`config.mk`:
```
export PLATFORM = sky130hd
export DESIGN_NAME = twu_host_top
export DESIGN_NICKNAME = d
export VERILOG_FILES = /design/src/rtl/twu_pkg.sv /design/src/rtl/twu_mon_if.sv /design/src/rtl/twu_bus_monitor.sv /design/src/rtl/twu_host_top.sv
export SDC_FILE = /design/constraint.sdc
export NUM_CORES = 1
export LEC_CHECK = 0
export BUFFER_PORTS_ARGS = -buffer_cell sky130_fd_sc_hd__buf_2
export CORE_UTILIZATION = 45
export DETAILED_ROUTE_END_ITERATION = 12
export PLACE_DENSITY = 0.65
export SYNTH_ARGS = -nofsm -noshare
export SYNTH_HDL_FRONTEND = slang
export SYNTH_HIERARCHICAL = 1
export SYNTH_SLANG_ARGS = --single-unit
```
`constraint.sdc`:
```
create_clock -name MCLK -period 2.42 [get_ports MCLK]
set_input_delay 0.605 -clock MCLK [delete_from_list [all_inputs] [get_ports MCLK]]
set_output_delay 0.605 -clock MCLK [all_outputs]
set_load 0.005 [all_outputs]
```
`src/rtl/twu_pkg.sv`:
```
// Shared constants, register map and types of the two-wire host unit.
package twu_pkg;

  // Clock period of MCLK in nanoseconds.
  localparam int unsigned CLK_PERIOD_NS = 5;
  // Base inactive-bus time-out in nanoseconds, doubled by each selector step.
  localparam int unsigned TOUT_BASE_NS = 50000;
  // Base time-out as a count of MCLK cycles.
  localparam int unsigned TOUT_BASE_CYC = TOUT_BASE_NS / CLK_PERIOD_NS;

  // Register indices on the plain register port.
  localparam logic [2:0] REG_CTRL_A = 3'h0;
  localparam logic [2:0] REG_CTRL_B = 3'h1;
  localparam logic [2:0] REG_STATUS = 3'h2;
  localparam logic [2:0] REG_RATE = 3'h3;
  localparam logic [2:0] REG_TARGET = 3'h4;
  localparam logic [2:0] REG_BYTE = 3'h5;

  // Field positions in host_ctrl_a_reg.
  localparam int unsigned CA_EN_BIT = 0;
  localparam int unsigned CA_TOUT_LSB = 2;
  // Field positions in host_ctrl_b_reg.
  localparam int unsigned CB_CMD_LSB = 0;
  localparam int unsigned CB_ACKACT_BIT = 2;
  // Field positions in host_status_reg.
  localparam int unsigned ST_RIF_BIT = 7;
  localparam int unsigned ST_WIF_BIT = 6;
  localparam int unsigned ST_HOLD_BIT = 5;
  localparam int unsigned ST_ACK_BIT = 4;
  localparam int unsigned ST_ARB_BIT = 3;
  localparam int unsigned ST_BERR_BIT = 2;
  localparam int unsigned ST_LS_LSB = 0;

  // Reset values of the rate, target and byte registers.
  localparam logic [7:0] RATE_RESET = 8'h00;
  localparam logic [7:0] BYTE_RESET = 8'h00;

  // Encoding of line_state_field.
  localparam logic [1:0] LS_UNKNOWN = 2'h0;
  localparam logic [1:0] LS_IDLE = 2'h1;
  localparam logic [1:0] LS_OWNER = 2'h2;
  localparam logic [1:0] LS_BUSY = 2'h3;

  // Encoding of host_cmd_field.
  localparam logic [1:0] CMD_NONE = 2'h0;
  localparam logic [1:0] CMD_REPSTART = 2'h1;
  localparam logic [1:0] CMD_BYTE = 2'h2;
  localparam logic [1:0] CMD_STOP = 2'h3;

  // Extra cycles added to the rate divisor for the low and high halves of SCL.
  localparam logic [8:0] LOW_EXTRA = 9'h006;
  localparam logic [8:0] HIGH_EXTRA = 9'h004;
  // Index of the acknowledge bit within a nine-bit packet.
  localparam logic [3:0] ACK_BITN = 4'h8;
  // Index of the last data bit of a received byte.
  localparam logic [3:0] LAST_BITN = 4'h7;

  // Host engine states.
  typedef enum logic [3:0] {
    E_IDLE, E_WAIT, E_START, E_LOW, E_HIGH, E_HOLD, E_RSL, E_RSH, E_PL, E_PH, E_PS
  } twu_eng_t;

endpackage

```
`src/rtl/twu_mon_if.sv`:
```
// Signals between the host engine and the bus state monitor.
`timescale 1ns/1ps
interface twu_mon_if;
  logic en; // Host enabled.
  logic scl; // Synchronised SCL level.
  logic sda; // Synchronised SDA level.
  logic own_start; // Engine is generating a Start.
  logic collide; // Arbitration lost or bus error pulse.
  logic force_idle; // Software forces Idle.
  logic [1:0] tsel; // Time-out selector.
  logic [1:0] state; // Bus state.
  logic start_det; // Start condition seen.
  logic stop_det; // Stop condition seen.

  modport eng (output en, scl, sda, own_start, collide, force_idle, tsel, input state, start_det, stop_det);
  modport mon (input en, scl, sda, own_start, collide, force_idle, tsel, output state, start_det, stop_det);
endinterface

```
`src/rtl/twu_bus_monitor.sv`:
```
// Bus state tracker: Start/Stop detection, inactivity time-out and state.
`timescale 1ns/1ps
module twu_bus_monitor import twu_pkg::*; #(
  parameter int unsigned TOUT_CYC = TOUT_BASE_CYC // Base time-out in cycles.
) (
  input wire logic clk, // Peripheral clock.
  input wire logic rst_n, // Synchronous reset, active low.
  twu_mon_if.mon mon // Link to the engine.
);

  // All monitor state in one record.
  typedef struct packed {
    logic [1:0] st;
    logic scl_p;
    logic sda_p;
    logic [17:0] tcnt;
  } twu_mon_st_t;

  twu_mon_st_t q, n;
  logic tout; // Inactivity time-out reached.
  logic [17:0] lim; // Selected time-out length.

  // Edges are judged on already synchronised levels, so no metastable sample reaches them.
  assign mon.start_det = mon.scl && q.scl_p && q.sda_p && !mon.sda;
  assign mon.stop_det = mon.scl && q.scl_p && !q.sda_p && mon.sda;
  assign mon.state = q.st;

  // Time-out length doubles for each selector step.
  always_comb begin
    unique case (mon.tsel)
      2'h1: lim = 18'(TOUT_CYC);
      2'h2: lim = 18'(TOUT_CYC * 2);
      default: lim = 18'(TOUT_CYC * 4);
    endcase
  end

  assign tout = (mon.tsel != 2'h0) && (q.tcnt >= lim);

  // Next-state logic of the tracker.
  always_comb begin
    n = q;
    n.scl_p = mon.scl;
    n.sda_p = mon.sda;
    // Only a quiet bus with both lines high counts toward the time-out.
    if (mon.scl && mon.sda && mon.en) begin
      if (q.tcnt != 18'h3ffff) begin
        n.tcnt = q.tcnt + 18'h00001;
      end
    end else begin
      n.tcnt = 18'h00000;
    end
    if (!mon.en) begin
      n.st = LS_UNKNOWN;
    end else if (mon.force_idle) begin
      n.st = LS_IDLE;
    end else begin
      unique case (q.st)
        LS_UNKNOWN: begin
          if (mon.stop_det || tout) begin
            n.st = LS_IDLE;
          end
        end
        LS_IDLE: begin
          if (mon.start_det) begin
            n.st = mon.own_start ? LS_OWNER : LS_BUSY;
          end
        end
        LS_OWNER: begin
          if (mon.stop_det) begin
            n.st = LS_IDLE;
          end else if (mon.collide) begin
            n.st = LS_BUSY;
          end
        end
        LS_BUSY: begin
          if (mon.stop_det || tout) begin
            n.st = LS_IDLE;
          end
        end
      endcase
    end
    // Restart the time-out once it has acted so it fires again only after fresh quiet.
    if (tout && (q.st == LS_UNKNOWN || q.st == LS_BUSY)) begin
      n.tcnt = 18'h00000;
    end
  end

  // Register the record.
  always_ff @(posedge clk) begin
    if (!rst_n) begin
      q <= '{st: LS_UNKNOWN, scl_p: 1'b1, sda_p: 1'b1, tcnt: 18'h00000};
    end else begin
      q <= n;
    end
  end

endmodule

```
`src/rtl/twu_host_top.sv`:
```
// Two-wire host engine with register port, SCL generator and address phase.
//
// Overview of operation
// - Either interrupt flag set holds SCL low, except after lost arbitration.
// - Separate write/read flags plus status indicators.
// - SCL period is ten plus twice divisor.
// - High count starts only once SCL high.
// - Low period is divisor plus six cycles.
// - Bus tracker runs whenever host enabled.
// - State Unknown after reset, enable, disable.
// - Writing one forces Idle, nothing else.
// - First Stop moves Unknown to Idle.
// - Nonzero time-out expiry moves to Idle.
// - External Start makes Busy; Stop ends it.
// - Own Start makes Owner; Stop gives Idle.
// - Collision in Owner gives Busy until Stop.
// - Target write starts transaction, copies byte register.
// - Busy bus delays Start until Idle.
// - Write address acked: flag, ack zero, hold.
// - Read address acked: ack zero, receive at once.
// - Address not acked: flag, ack one, hold.
// - Arbitration lost: flags, release lines, go idle.
// - Bus error also sets the fault flag.
// - Received byte sets read flag and holds.
`timescale 1ns/1ps
module twu_host_top import twu_pkg::*; #(
  parameter int unsigned TOUT_CYC = TOUT_BASE_CYC // Base inactivity time-out in cycles.
) (
  input wire logic MCLK, // Peripheral clock, 200 MHz.
  input wire logic RESET_N, // Synchronous reset, active low.
  input wire logic [2:0] ADDR, // Register index.
  input wire logic [7:0] WDATA, // Write data.
  input wire logic WR_STB, // Write strobe.
  input wire logic RD_STB, // Read strobe.
  output logic [7:0] RDATA, // Read data, one cycle after the strobe.
  input wire logic SCL_IN, // SCL pin level.
  output logic SCL_OUT, // SCL drive value, always low.
  output logic SCL_OE_N, // SCL pull-down enable, active low.
  input wire logic SDA_IN, // SDA pin level.
  output logic SDA_OUT, // SDA drive value, always low.
  output logic SDA_OE_N // SDA pull-down enable, active low.
);

  // All host state in one record.
  typedef struct packed {
    logic scl_s1;
    logic scl_s2;
    logic sda_s1;
    logic sda_s2;
    logic en;
    logic [1:0] tsel;
    logic ackact;
    logic [7:0] baud;
    logic [7:0] target;
    logic [7:0] byte_r;
    logic write_done_flag;
    logic read_done_flag;
    logic ack;
    logic arb;
    logic berr;
    twu_eng_t eng;
    logic [8:0] cnt;
    logic [3:0] bitn;
    logic rxmode;
    logic addr_ph;
    logic [1:0] act;
    logic scl_low;
    logic sda_low;
    logic [7:0] rdata;
  } twu_host_st_t;

  twu_host_st_t q, n;
  twu_mon_if mon_if();
  logic collide; // Arbitration lost or bus error this cycle.
  logic force_idle; // Software write of Idle to the state field.
  logic smp; // Sampled SDA at the end of a high phase.
  logic wr_hit_tgt; // Write to host_target_reg.

  // length of one half from the divisor
  // Cycles of one SCL half, counted down to zero.
  function automatic logic [8:0] phase_len(input logic [7:0] b, input logic [8:0] extra);
    phase_len = {1'b0, b} + extra - 9'h001;
  endfunction

  // Level driven on SDA during the low half of a bit: one means pull low.
  function automatic logic drive_bit(input logic rx, input logic [3:0] bn, input logic b7, input logic aa);
    if (bn == ACK_BITN) begin
      drive_bit = rx ? !aa : 1'b0;
    end else begin
      drive_bit = rx ? 1'b0 : !b7;
    end
  endfunction

  twu_bus_monitor #(.TOUT_CYC(TOUT_CYC)) u_mon (
    .clk(MCLK),
    .rst_n(RESET_N),
    .mon(mon_if.mon)
  );

  // Engine side of the monitor link.
  assign mon_if.en = q.en;
  assign mon_if.scl = q.scl_s2;
  assign mon_if.sda = q.sda_s2;
  assign mon_if.own_start = (q.eng == E_START);
  assign mon_if.collide = collide;
  assign mon_if.force_idle = force_idle;
  assign mon_if.tsel = q.tsel;

  // Open-drain pins: only ever pull low, never drive high.
  assign SCL_OUT = 1'b0;
  assign SDA_OUT = 1'b0;
  assign SCL_OE_N = !q.scl_low;
  assign SDA_OE_N = !q.sda_low;
  assign RDATA = q.rdata;
  assign smp = q.sda_s2;
  assign wr_hit_tgt = WR_STB && (ADDR == REG_TARGET);

  // Next-state logic: pins, register writes, then the engine sequence.
  always_comb begin
    n = q;
    collide = 1'b0;
    force_idle = 1'b0;
    // Two flops on each pin before any logic looks at the level.
    n.scl_s1 = SCL_IN;
    n.scl_s2 = q.scl_s1;
    n.sda_s1 = SDA_IN;
    n.sda_s2 = q.sda_s1;

    // Plain configuration writes.
    if (WR_STB) begin
      unique case (ADDR)
        REG_CTRL_A: begin
          n.en = WDATA[CA_EN_BIT];
          n.tsel = WDATA[CA_TOUT_LSB +: 2];
        end
        REG_CTRL_B: n.ackact = WDATA[CB_ACKACT_BIT];
        REG_RATE: n.baud = WDATA;
        REG_TARGET: n.target = WDATA;
        REG_STATUS: begin
          // Flags clear by writing one; hardware sets below still win.
          if (WDATA[ST_WIF_BIT]) n.write_done_flag = 1'b0;
          if (WDATA[ST_RIF_BIT]) n.read_done_flag = 1'b0;
          if (WDATA[ST_ARB_BIT]) n.arb = 1'b0;
          if (WDATA[ST_BERR_BIT]) n.berr = 1'b0;
          force_idle = q.en && (WDATA[ST_LS_LSB +: 2] == LS_IDLE);
        end
        default: begin
          // Unmapped or handled by the engine below.
        end
      endcase
    end

    // Engine sequence from the current state.
    unique case (q.eng)
      E_IDLE: begin
        n.scl_low = 1'b0;
        n.sda_low = 1'b0;
        n.cnt = 9'h000;
      end
      E_WAIT: begin
        if (q.cnt != 9'h000) begin
          // Finish the bus free time after our own Stop first.
          n.cnt = q.cnt - 9'h001;
        end else if (mon_if.state == LS_IDLE && q.scl_s2 && q.sda_s2) begin
          n.eng = E_START;
          n.sda_low = 1'b1;
          n.cnt = phase_len(q.baud, HIGH_EXTRA);
        end
      end
      E_START: begin
        // Start: SDA falls while SCL stays high, then the first low half.
        if (q.cnt == 9'h000) begin
          n.eng = E_LOW;
          n.scl_low = 1'b1;
          n.bitn = 4'h0;
          n.rxmode = 1'b0;
          n.addr_ph = 1'b1;
          n.cnt = phase_len(q.baud, LOW_EXTRA);
        end else begin
          n.cnt = q.cnt - 9'h001;
        end
      end
      E_LOW: begin
        n.scl_low = 1'b1;
        n.sda_low = drive_bit(q.rxmode, q.bitn, q.byte_r[7], q.ackact);
        if (q.cnt == 9'h000) begin
          n.eng = E_HIGH;
          n.scl_low = 1'b0;
          n.cnt = phase_len(q.baud, HIGH_EXTRA);
        end else begin
          n.cnt = q.cnt - 9'h001;
        end
      end
      E_HIGH: begin
        if (!q.scl_s2) begin
          n.cnt = phase_len(q.baud, HIGH_EXTRA);
        end else if (q.cnt != 9'h000) begin
          n.cnt = q.cnt - 9'h001;
        end else if (!q.rxmode && q.bitn != ACK_BITN && !q.sda_low && !smp) begin
          collide = 1'b1;
          n.write_done_flag = 1'b1;
          n.arb = 1'b1;
          n.eng = E_IDLE;
          n.sda_low = 1'b0;
        end else begin
          n.eng = E_LOW;
          n.scl_low = 1'b1;
          n.cnt = phase_len(q.baud, LOW_EXTRA);
          if (!q.rxmode) begin
            if (q.bitn != ACK_BITN) begin
              n.byte_r = {q.byte_r[6:0], 1'b0};
              n.bitn = q.bitn + 4'h1;
            end else if (q.addr_ph && q.target[0] && !smp) begin
              n.ack = 1'b0;
              n.rxmode = 1'b1;
              n.addr_ph = 1'b0;
              n.bitn = 4'h0;
            end else begin
              n.ack = smp;
              n.write_done_flag = 1'b1;
              n.addr_ph = 1'b0;
              n.eng = E_HOLD;
            end
          end else if (q.bitn == ACK_BITN) begin
            // Acknowledge sent; carry out the command that asked for it.
            unique case (q.act)
              CMD_STOP: n.eng = E_PL;
              CMD_REPSTART: n.eng = E_RSL;
              default: n.bitn = 4'h0;
            endcase
          end else begin
            n.byte_r = {q.byte_r[6:0], smp};
            n.bitn = q.bitn + 4'h1;
            if (q.bitn == LAST_BITN) begin
              n.read_done_flag = 1'b1;
              n.eng = E_HOLD;
            end
          end
        end
      end
      E_HOLD: begin
        // Released SDA while software decides; SCL low set below while either done flag is set.
        n.sda_low = 1'b0;
      end
      E_RSL, E_PL: begin
        // Low half before a repeated Start or a Stop.
        n.scl_low = 1'b1;
        // SDA moves a cycle after SCL falls, so the edge can never read as Start or Stop.
        n.sda_low = (q.eng == E_PL);
        if (q.cnt == 9'h000) begin
          n.eng = (q.eng == E_RSL) ? E_RSH : E_PH;
          n.scl_low = 1'b0;
          n.cnt = phase_len(q.baud, HIGH_EXTRA);
        end else begin
          n.cnt = q.cnt - 9'h001;
        end
      end
      E_RSH, E_PH: begin
        // High half, started only once SCL is really high.
        if (!q.scl_s2) begin
          n.cnt = phase_len(q.baud, HIGH_EXTRA);
        end else if (q.cnt != 9'h000) begin
          n.cnt = q.cnt - 9'h001;
        end else if (q.eng == E_RSH) begin
          n.eng = E_START;
          n.sda_low = 1'b1;
          n.cnt = phase_len(q.baud, HIGH_EXTRA);
        end else begin
          n.eng = E_PS;
          n.sda_low = 1'b0;
          n.cnt = phase_len(q.baud, HIGH_EXTRA);
        end
      end
      E_PS: begin
        // Bus free time after the Stop.
        if (q.cnt == 9'h000) begin
          n.eng = E_IDLE;
        end else begin
          n.cnt = q.cnt - 9'h001;
        end
      end
    endcase

    if ((q.eng == E_LOW || q.eng == E_HIGH) && (mon_if.start_det || mon_if.stop_det)) begin
      collide = 1'b1;
      n.write_done_flag = 1'b1;
      n.arb = 1'b1;
      n.berr = 1'b1;
      n.eng = E_IDLE;
      n.scl_low = 1'b0;
      n.sda_low = 1'b0;
    end

    // Software requests; ignored unless the engine is idle, holding or in its bus free time.
    // A request during our own bus free time keeps the remaining count and waits it out.
    if (wr_hit_tgt && q.en && (q.eng == E_IDLE || q.eng == E_HOLD || q.eng == E_PS)) begin
      n.byte_r = WDATA;
      n.write_done_flag = 1'b0;
      n.read_done_flag = 1'b0;
      n.eng = (q.eng == E_HOLD) ? E_RSL : E_WAIT;
      n.cnt = (q.eng == E_HOLD) ? phase_len(q.baud, LOW_EXTRA) : q.cnt;
    end else if (WR_STB && ADDR == REG_BYTE && q.eng == E_HOLD && !q.rxmode) begin
      // Data byte written while holding after a write.
      n.byte_r = WDATA;
      n.write_done_flag = 1'b0;
      n.bitn = 4'h0;
      n.eng = E_LOW;
      n.cnt = phase_len(q.baud, LOW_EXTRA);
    end else if (WR_STB && ADDR == REG_CTRL_B && q.eng == E_HOLD && WDATA[CB_CMD_LSB +: 2] != CMD_NONE) begin
      n.write_done_flag = 1'b0;
      n.read_done_flag = 1'b0;
      n.cnt = phase_len(q.baud, LOW_EXTRA);
      if (q.rxmode) begin
        // A read command first sends the chosen acknowledge bit.
        n.act = WDATA[CB_CMD_LSB +: 2];
        n.bitn = ACK_BITN;
        n.eng = E_LOW;
      end else if (WDATA[CB_CMD_LSB +: 2] == CMD_STOP) begin
        n.eng = E_PL;
        n.sda_low = 1'b1;
      end else if (WDATA[CB_CMD_LSB +: 2] == CMD_REPSTART) begin
        n.byte_r = q.target;
        n.eng = E_RSL;
      end else begin
        n.write_done_flag = q.write_done_flag;
      end
    end

    if (n.eng == E_HOLD) begin
      n.scl_low = n.write_done_flag || n.read_done_flag;
    end

    if (!n.en) begin
      n.eng = E_IDLE;
      n.scl_low = 1'b0;
      n.sda_low = 1'b0;
    end

    n.rdata = 8'h00;
    if (RD_STB) begin
      unique case (ADDR)
        REG_CTRL_A: n.rdata = {4'h0, q.tsel, 1'b0, q.en};
        REG_CTRL_B: n.rdata = {5'h00, q.ackact, 2'h0};
        REG_STATUS: n.rdata = {q.read_done_flag, q.write_done_flag, (q.eng == E_HOLD) && (q.write_done_flag || q.read_done_flag), q.ack, q.arb, q.berr,
          (q.en ? mon_if.state : LS_UNKNOWN)};
        REG_RATE: n.rdata = q.baud;
        REG_TARGET: n.rdata = q.target;
        REG_BYTE: n.rdata = q.byte_r;
        default: n.rdata = 8'h00;
      endcase
    end
  end

  // Register the record; reset leaves the bus released and the host disabled.
  always_ff @(posedge MCLK) begin
    if (!RESET_N) begin
      q <= '{scl_s1: 1'b1, scl_s2: 1'b1, sda_s1: 1'b1, sda_s2: 1'b1, en: 1'b0, tsel: 2'h0, ackact: 1'b0,
        baud: RATE_RESET, target: BYTE_RESET, byte_r: BYTE_RESET, write_done_flag: 1'b0, read_done_flag: 1'b0, ack: 1'b0,
        arb: 1'b0, berr: 1'b0, eng: E_IDLE, cnt: 9'h000, bitn: 4'h0, rxmode: 1'b0, addr_ph: 1'b0,
        act: CMD_NONE, scl_low: 1'b0, sda_low: 1'b0, rdata: 8'h00};
    end else begin
      q <= n;
    end
  end

endmodule

```
; ---- Yosys cells after proc, flatten, opt, wreduce, memory -nomap -nowiden
; Index checks and enable logic that the tools add are counted.
[word_totals]
word_cells = 308
output_inout_bits = 12
input_bits = 17
ff_bits = 90
[op_classes]
n_addsub = 7
bitwise_logic = 9
eq_ne = 49
order_cmp = 1
n_mux = 133
reduce_logical = 80
[op_table]
columns = cell, count
row1 = two-way mux 9 bit, 12
row2 = two-way mux 4 bit, 22
row3 = one-hot mux 9 bit (7 select lines), 1
row4 = two-way mux 8 bit, 7
row5 = one-hot mux 8 bit (6 select lines), 1
row6 = two-way mux 1 bit, 46
row7 = two-way mux 13 bit, 3
row8 = two-way mux 12 bit, 3
row9 = two-way mux 17 bit, 2
row10 = one-hot mux 16 bit (2 select lines), 1
row11 = two-way mux 2 bit, 15
row12 = logical AND 1 bit, 28
row13 = one-hot mux 4 bit (7 select lines), 1
row14 = subtractor 9 x 1 -> 9 bit (second input constant), 3
row15 = == test 4 x 3 -> 1 bit (second input constant), 6
row16 = two-way mux 6 bit, 4
row17 = two-way mux 10 bit, 2
row18 = two-way mux 20 bit, 1
row19 = adder 18 x 1 -> 18 bit (second input constant), 1
row20 = adder 8 x 3 -> 9 bit (second input constant), 2
row21 = >= comparator 18 x 16 -> 1 bit, 1
row22 = inequality test 18 bit (second input constant), 1
row23 = == test 4 bit (second input constant), 4
row24 = inequality test 2 bit (second input constant), 8
row25 = 43 further kinds, 104

; ---- Depth between registers and ports, before layout
[logic_depth]
word_depth = 20
mapped_depth = 12
mapped_depth_nobuf = 11

; ---- Cells and area by module
; Netlist, hierarchy kept.
[modules_own_cells]
columns = mod, area_per_inst_um2, n_inst, cells_each, seq_area_each_um2
row1 = twu_host_top, 4894.7, 1, 635, 1361.3
row2 = twu_bus_monitor, 1400.1, 1, 167, 440.4

; ---- Worst setup path after synthesis
; Ideal clock, no wire load.
[synth_path]
path_kind = register -> register
from = register q, in the netlist mon_if.tsel[0]
to = register u_mon/q[1] (netlist bit)
setup_ns = 0.064
stages_incl_launch_ff = 12
n_path_buf = 2
synth_period_minus_slack_ns = 2.477
required_time_ns = 2.356
arrival_ns = 2.413
path_slack_ns = -0.057
path_cell_list = dfxtp_1 -> inv_1 -> ha_1 -> ha_1 -> a211oi_1 -> o21ai_0 -> o2111ai_1 -> o211ai_1 -> a311o_1 -> buf_2 -> buf_6 -> nor2_1
[synth_via]
elab_chain_len = 6
elab_cells_between_ends = 8
cone_classes = order compare (1) / eq/ne (2) / mux (1) / reduce/logical (4)
[synth_lines]
columns = element, line_no
row1 = from (decl), twu_host_top.sv:72  ; twu_host_st_t q, n;
row2 = from (signal assigned), twu_host_top.sv:357  ; q <= '{scl_s1: 1'b1, scl_s2: 1'b1, sda_s1: 1'b1, sda_s2: 1'b1, en: 1'b0, tsel: 2'h0, ackact: 1'b0,
row3 = from (signal assigned), twu_host_top.sv:362  ; q <= n;
row4 = == test 2 bit / == test 2 x 1 -> 1 bit (equally long branches), twu_bus_monitor.sv:30  ; unique case (mon.tsel)
row5 = one-hot mux 16 bit (2 select lines), twu_bus_monitor.sv:30
row6 = >= comparator 18 x 16 -> 1 bit, twu_bus_monitor.sv:37  ; assign tout = (mon.tsel != 2'h0) && (q.tcnt >= lim);
row7 = logical AND 1 bit (*), twu_bus_monitor.sv:37
row8 = logical AND 1 bit (*), twu_bus_monitor.sv:83  ; if (tout && (q.st == LS_UNKNOWN || q.st == LS_BUSY)) begin
row9 = OR reduction 3 bit (no line) (*), --
row10 = to (signal assigned), twu_bus_monitor.sv:91  ; q <= '{st: LS_UNKNOWN, scl_p: 1'b1, sda_p: 1'b1, tcnt: 18'h00000};
row11 = to (signal assigned), twu_bus_monitor.sv:93  ; q <= n;
row12 = to (decl), twu_bus_monitor.sv:19  ; twu_mon_st_t q, n;
; Mark *: on every way between the ends. The rest lies on a longest branch, timed or not.
; A chain may end at the register's enable or synchronous reset.

==> results.ini <==
[placed_design]
numPortBuffers=26
gpl.final_weighted_congestion=0.9607
placed_area_mm2=0.007134
dp.final_hpwl_mm=14.30

[flow_run]
max_cap_viol_count=0

[layout]
final_core_utilization_pct=58.84
mostFrequentLayoutCells=sky130_fd_sc_hd__buf_4 (101), sky130_fd_sc_hd__nand2_1 (89), sky130_fd_sc_hd__dfxtp_1 (82)
synthToLayoutAreaGrowth_pct=25.74
final_area_mm2=0.007915
diodes=0
nFillCells=1228
final_net_count=941
layout.cells.most_common=sky130_fd_sc_hd__buf_4
final_layout_size_suffix_gt1_share_pct=27.29

[yosys]
largest_family_of_logic_cells_by_synthesized_area=simple AND/OR/NAND/NOR gates
synth-async-reset-ratio_pct=0
synth_fa_ha_area_share_pct=4.572
synth_cells=802
synth-seq-cells=90
yosys.area_share.simple_pct=27.75
area_of_the_mapped_netlist_mm2=0.006295
synth-seq-area-share_pct=28.62
synth_edf_count=0
muxShareOfSynthArea_pct=5.009
synth_xor_area_share_pct=4.870
synth_top_flop_cell=sky130_fd_sc_hd__dfxtp_1
synthesis.area_per_instance_um2=7.849
synth_compound_area_share_pct=22.62
synth_cell_types=90
ys.warnings.count=6

[setup_path]
data_arrival_critical_path_ns=2.72
timing.critical_path.depth=10
worst_r2r_path_depth=10
timing.critical_path.slowest_cell_delay_ns=0.50
r2r_start=q[19]
cpLargestDelayFamily=simple AND/OR/NAND/NOR gates
worstPathBufferInverterCount=3
worst-endpoint-required_ns=2.66
path_class=flop to flop
cp_slowest_cell=sky130_fd_sc_hd__or4b_4
crit_path_start_kind=flop
worst-r2r-setup-slack_ns=-0.06
crit-reg2reg-capture=q[25]
crit_chain=inv_2, ha_4, or4b_4, nor4_4, buf_4, o2bb2ai_2, a21oi_2, o21a_4, buf_12, o221a_1
cp-end-kind=flop
setup.worst_path.start=q[19]
cp_max_fo=8
cp-endpoint=q[25]

[clock_tree]
clock_buffer_count_from_cts=9
h-tree-depth=3
worst_skew_pair.late_latency_ns=0.35
cts_tree=done
clk_root_buffer_cell=sky130_fd_sc_hd__clkbuf_16
cts.clk_slew.worst_paths_ns=0.06
cts.hold.buffers_added=0
clock_sink_count=90
deepest_clock_path_buffer_count=2

[drt]
avg_wl_per_cell_um=17.86
final_antenna_net_count=0
drt-vias-per-instance=5.949
drcViolationCount=0
routed_wirelength_mm=19.31
detailroute.via_count=6431
1st_iter_drt_viols=632
drt_first_pass_iters=5

[power_and_ir_drop]
peak_ir_drop_on_the_vdd_network_mv=0.3804
power_per_cell_area_mw_per_mm2=411.6
power_leakage_uw=0.003125

[grt]
gr-total-overflow=0
first_pass_grt_wire_length_mm=30.77
pin_count_of_the_biggest_net_entering_global_routing=26
grtUsageTotal_pct=26.82
grt_pass1_vias=5997
antenna_found_initial=0

[timing]
final.min_clock_period_ns=2.477
clock.fmax_mhz=403.7
finalSetupViolCount=4
final_max_slew_viol_count=0
max-slew-margin-rel_pct=64.66
final_hold_viol_count=0
timing_worst_slew_pin_value_ns=0.5253
grt_setup_unrepaired=true
setup_ws_ns=-0.05697
finClkSkew_ns=0.005866
finalCritPeriodShare_pct=102.4

[min_path]
worst_hold_path.num_cells=1
min-delay-path-class=flop to flop
min-delay-start=n[64]

[floorplanning]
placement_rows=42
fp.dieH_um=120.3
fp.coreArea_mm2=0.01345
fp.dieW_um=120.3
ioPinCount=29
start_util_pct=46.79
die-area_mm2=0.01446

[outcome]
violations=setup timing
status=complete, but fails checks

cell type report:
type                    instances  area [um^2]  share of cell area (%)
flip-flops and latches         90         1812                   22.89
well taps                     176        220.2                   2.782
inverters                      31        116.4                   1.470
repair buffers                141         1092                   13.80
clock buffers                  13        260.3                   3.288
multi-input cells             628         4354                   55.01
clock inverters                 2        60.06                  0.7588
cells by family after synthesis:
| kind of cell | after synthesis |
|---|---|
| adder cells (fa/ha/maj) | 23 |
| multiplexers | 31 |
| XOR/XNOR | 35 |
| other | 1 |
| AO/OA/AOI/OAI | 211 |
| buffers and inverters | 85 |
| flip-flops | 90 |
| AND/OR/NAND/NOR | 326 |
synth_stat cells (4+ instances only):
library cell,instances,area share (%)
sky130_fd_sc_hd__clkbuf_1,25,1.5
sky130_fd_sc_hd__buf_1,4,0.24
sky130_fd_sc_hd__nor4_1,4,0.40
sky130_fd_sc_hd__nand2b_1,18,1.8
sky130_fd_sc_hd__or2_2,4,0.40
sky130_fd_sc_hd__ha_1,23,4.6
sky130_fd_sc_hd__nor2_1,78,4.7
sky130_fd_sc_hd__xnor2_1,15,2.1
sky130_fd_sc_hd__dfxtp_1,90,29
sky130_fd_sc_hd__a31oi_1,8,0.80
sky130_fd_sc_hd__a22oi_1,8,0.95
sky130_fd_sc_hd__nand3_1,25,2.0
sky130_fd_sc_hd__nand2_1,91,5.4
sky130_fd_sc_hd__o2111ai_1,4,0.56
sky130_fd_sc_hd__o21ai_1,4,0.32
sky130_fd_sc_hd__buf_4,12,1.4
sky130_fd_sc_hd__o22a_1,5,0.70
sky130_fd_sc_hd__nor4bb_1,5,0.80
sky130_fd_sc_hd__xor2_1,20,2.8
sky130_fd_sc_hd__o21ai_0,31,2.5
sky130_fd_sc_hd__or3_1,7,0.70
sky130_fd_sc_hd__inv_1,29,1.7
sky130_fd_sc_hd__a21o_1,9,1.1
sky130_fd_sc_hd__mux2i_1,27,4.3
sky130_fd_sc_hd__nand4b_1,4,0.56
sky130_fd_sc_hd__a21oi_1,65,5.2
sky130_fd_sc_hd__nand3b_1,5,0.60
sky130_fd_sc_hd__and3_1,9,0.89
sky130_fd_sc_hd__nor3_1,18,1.4
sky130_fd_sc_hd__mux2_2,4,0.72
sky130_fd_sc_hd__o22ai_1,9,0.89
sky130_fd_sc_hd__a211oi_1,9,1.1
sky130_fd_sc_hd__nor2b_1,11,1.1
sky130_fd_sc_hd__and2_1,7,0.70
sky130_fd_sc_hd__o211ai_1,13,1.6
sky130_fd_sc_hd__buf_2,9,0.72
sky130_fd_sc_hd__nand4_1,13,1.3
registers in the layout (all words and copies together), names as in the netlist:
name             flops
mon_if.sda           1
mon_if.en            1
mon_if.tsel          2
n                    2
RDATA                8
mon_if.scl           1
q                   53
u_mon/mon.state      2
u_mon/q             20
what timing repair did:
action,4_1_cts,5_1_grt
cloned,0,3
buffers inserted,4,11
hold endpoints to repair,0,0
pin swaps,1,40
resized for setup,11,82
setup endpoints to repair,26,38
metrics by stage:
| step | hold slack, ns | cells | power (uW) | setup WS, ns | setup TNS [ns] |
|---|---|---|---|---|---|
| finish | 0.4211 | 1081 | 3258 | -0.05697 | -0.1402 |
| global route | 0.4351 | 1081 | 3346 | -0.1400 | -1.418 |
| detailed placement | 0.4039 | 1048 | 1744 | -0.09632 | -1.145 |
| global placement | 0.3994 | 1048 | 1740 | -0.09285 | -0.6132 |
| CTS | 0.4240 | 1067 | 3264 | 0.001349 | 0 |
| floorplan | 0.3863 | 803 | 1653 | 0.01392 | 0 |
power breakdown:
group / internal [uW] / total (uW) / switching, uW
Combinational: 89.8 / 222 / 133
Clock: 956 / 1530 / 572
Sequential: 1490 / 1510 / 13.1
Total: 2540 / 3260 / 718
worst min path at each step:
stage	end	slack, ns
final	mon_if.sda	0.42
after detailed placement	mon_if.sda	0.40
after CTS	n[64]	0.42
after global routing	mon_if.sda	0.44
after floorplan	mon_if.scl	0.39
after global placement	mon_if.sda	0.40
metal layers:
layer | global-route usage (%) | vias to the layer above | wire length, um
met2 | 44.29 | 227 | 9189
met5 | 0 | - | 0
met3 | 2.830 | 40 | 945
li1 | - | 3083 | -
met4 | 10.80 | 0 | 459
met1 | 35.70 | 3081 | 8711
No activity file was read; power rests on OpenSTA's default activity.
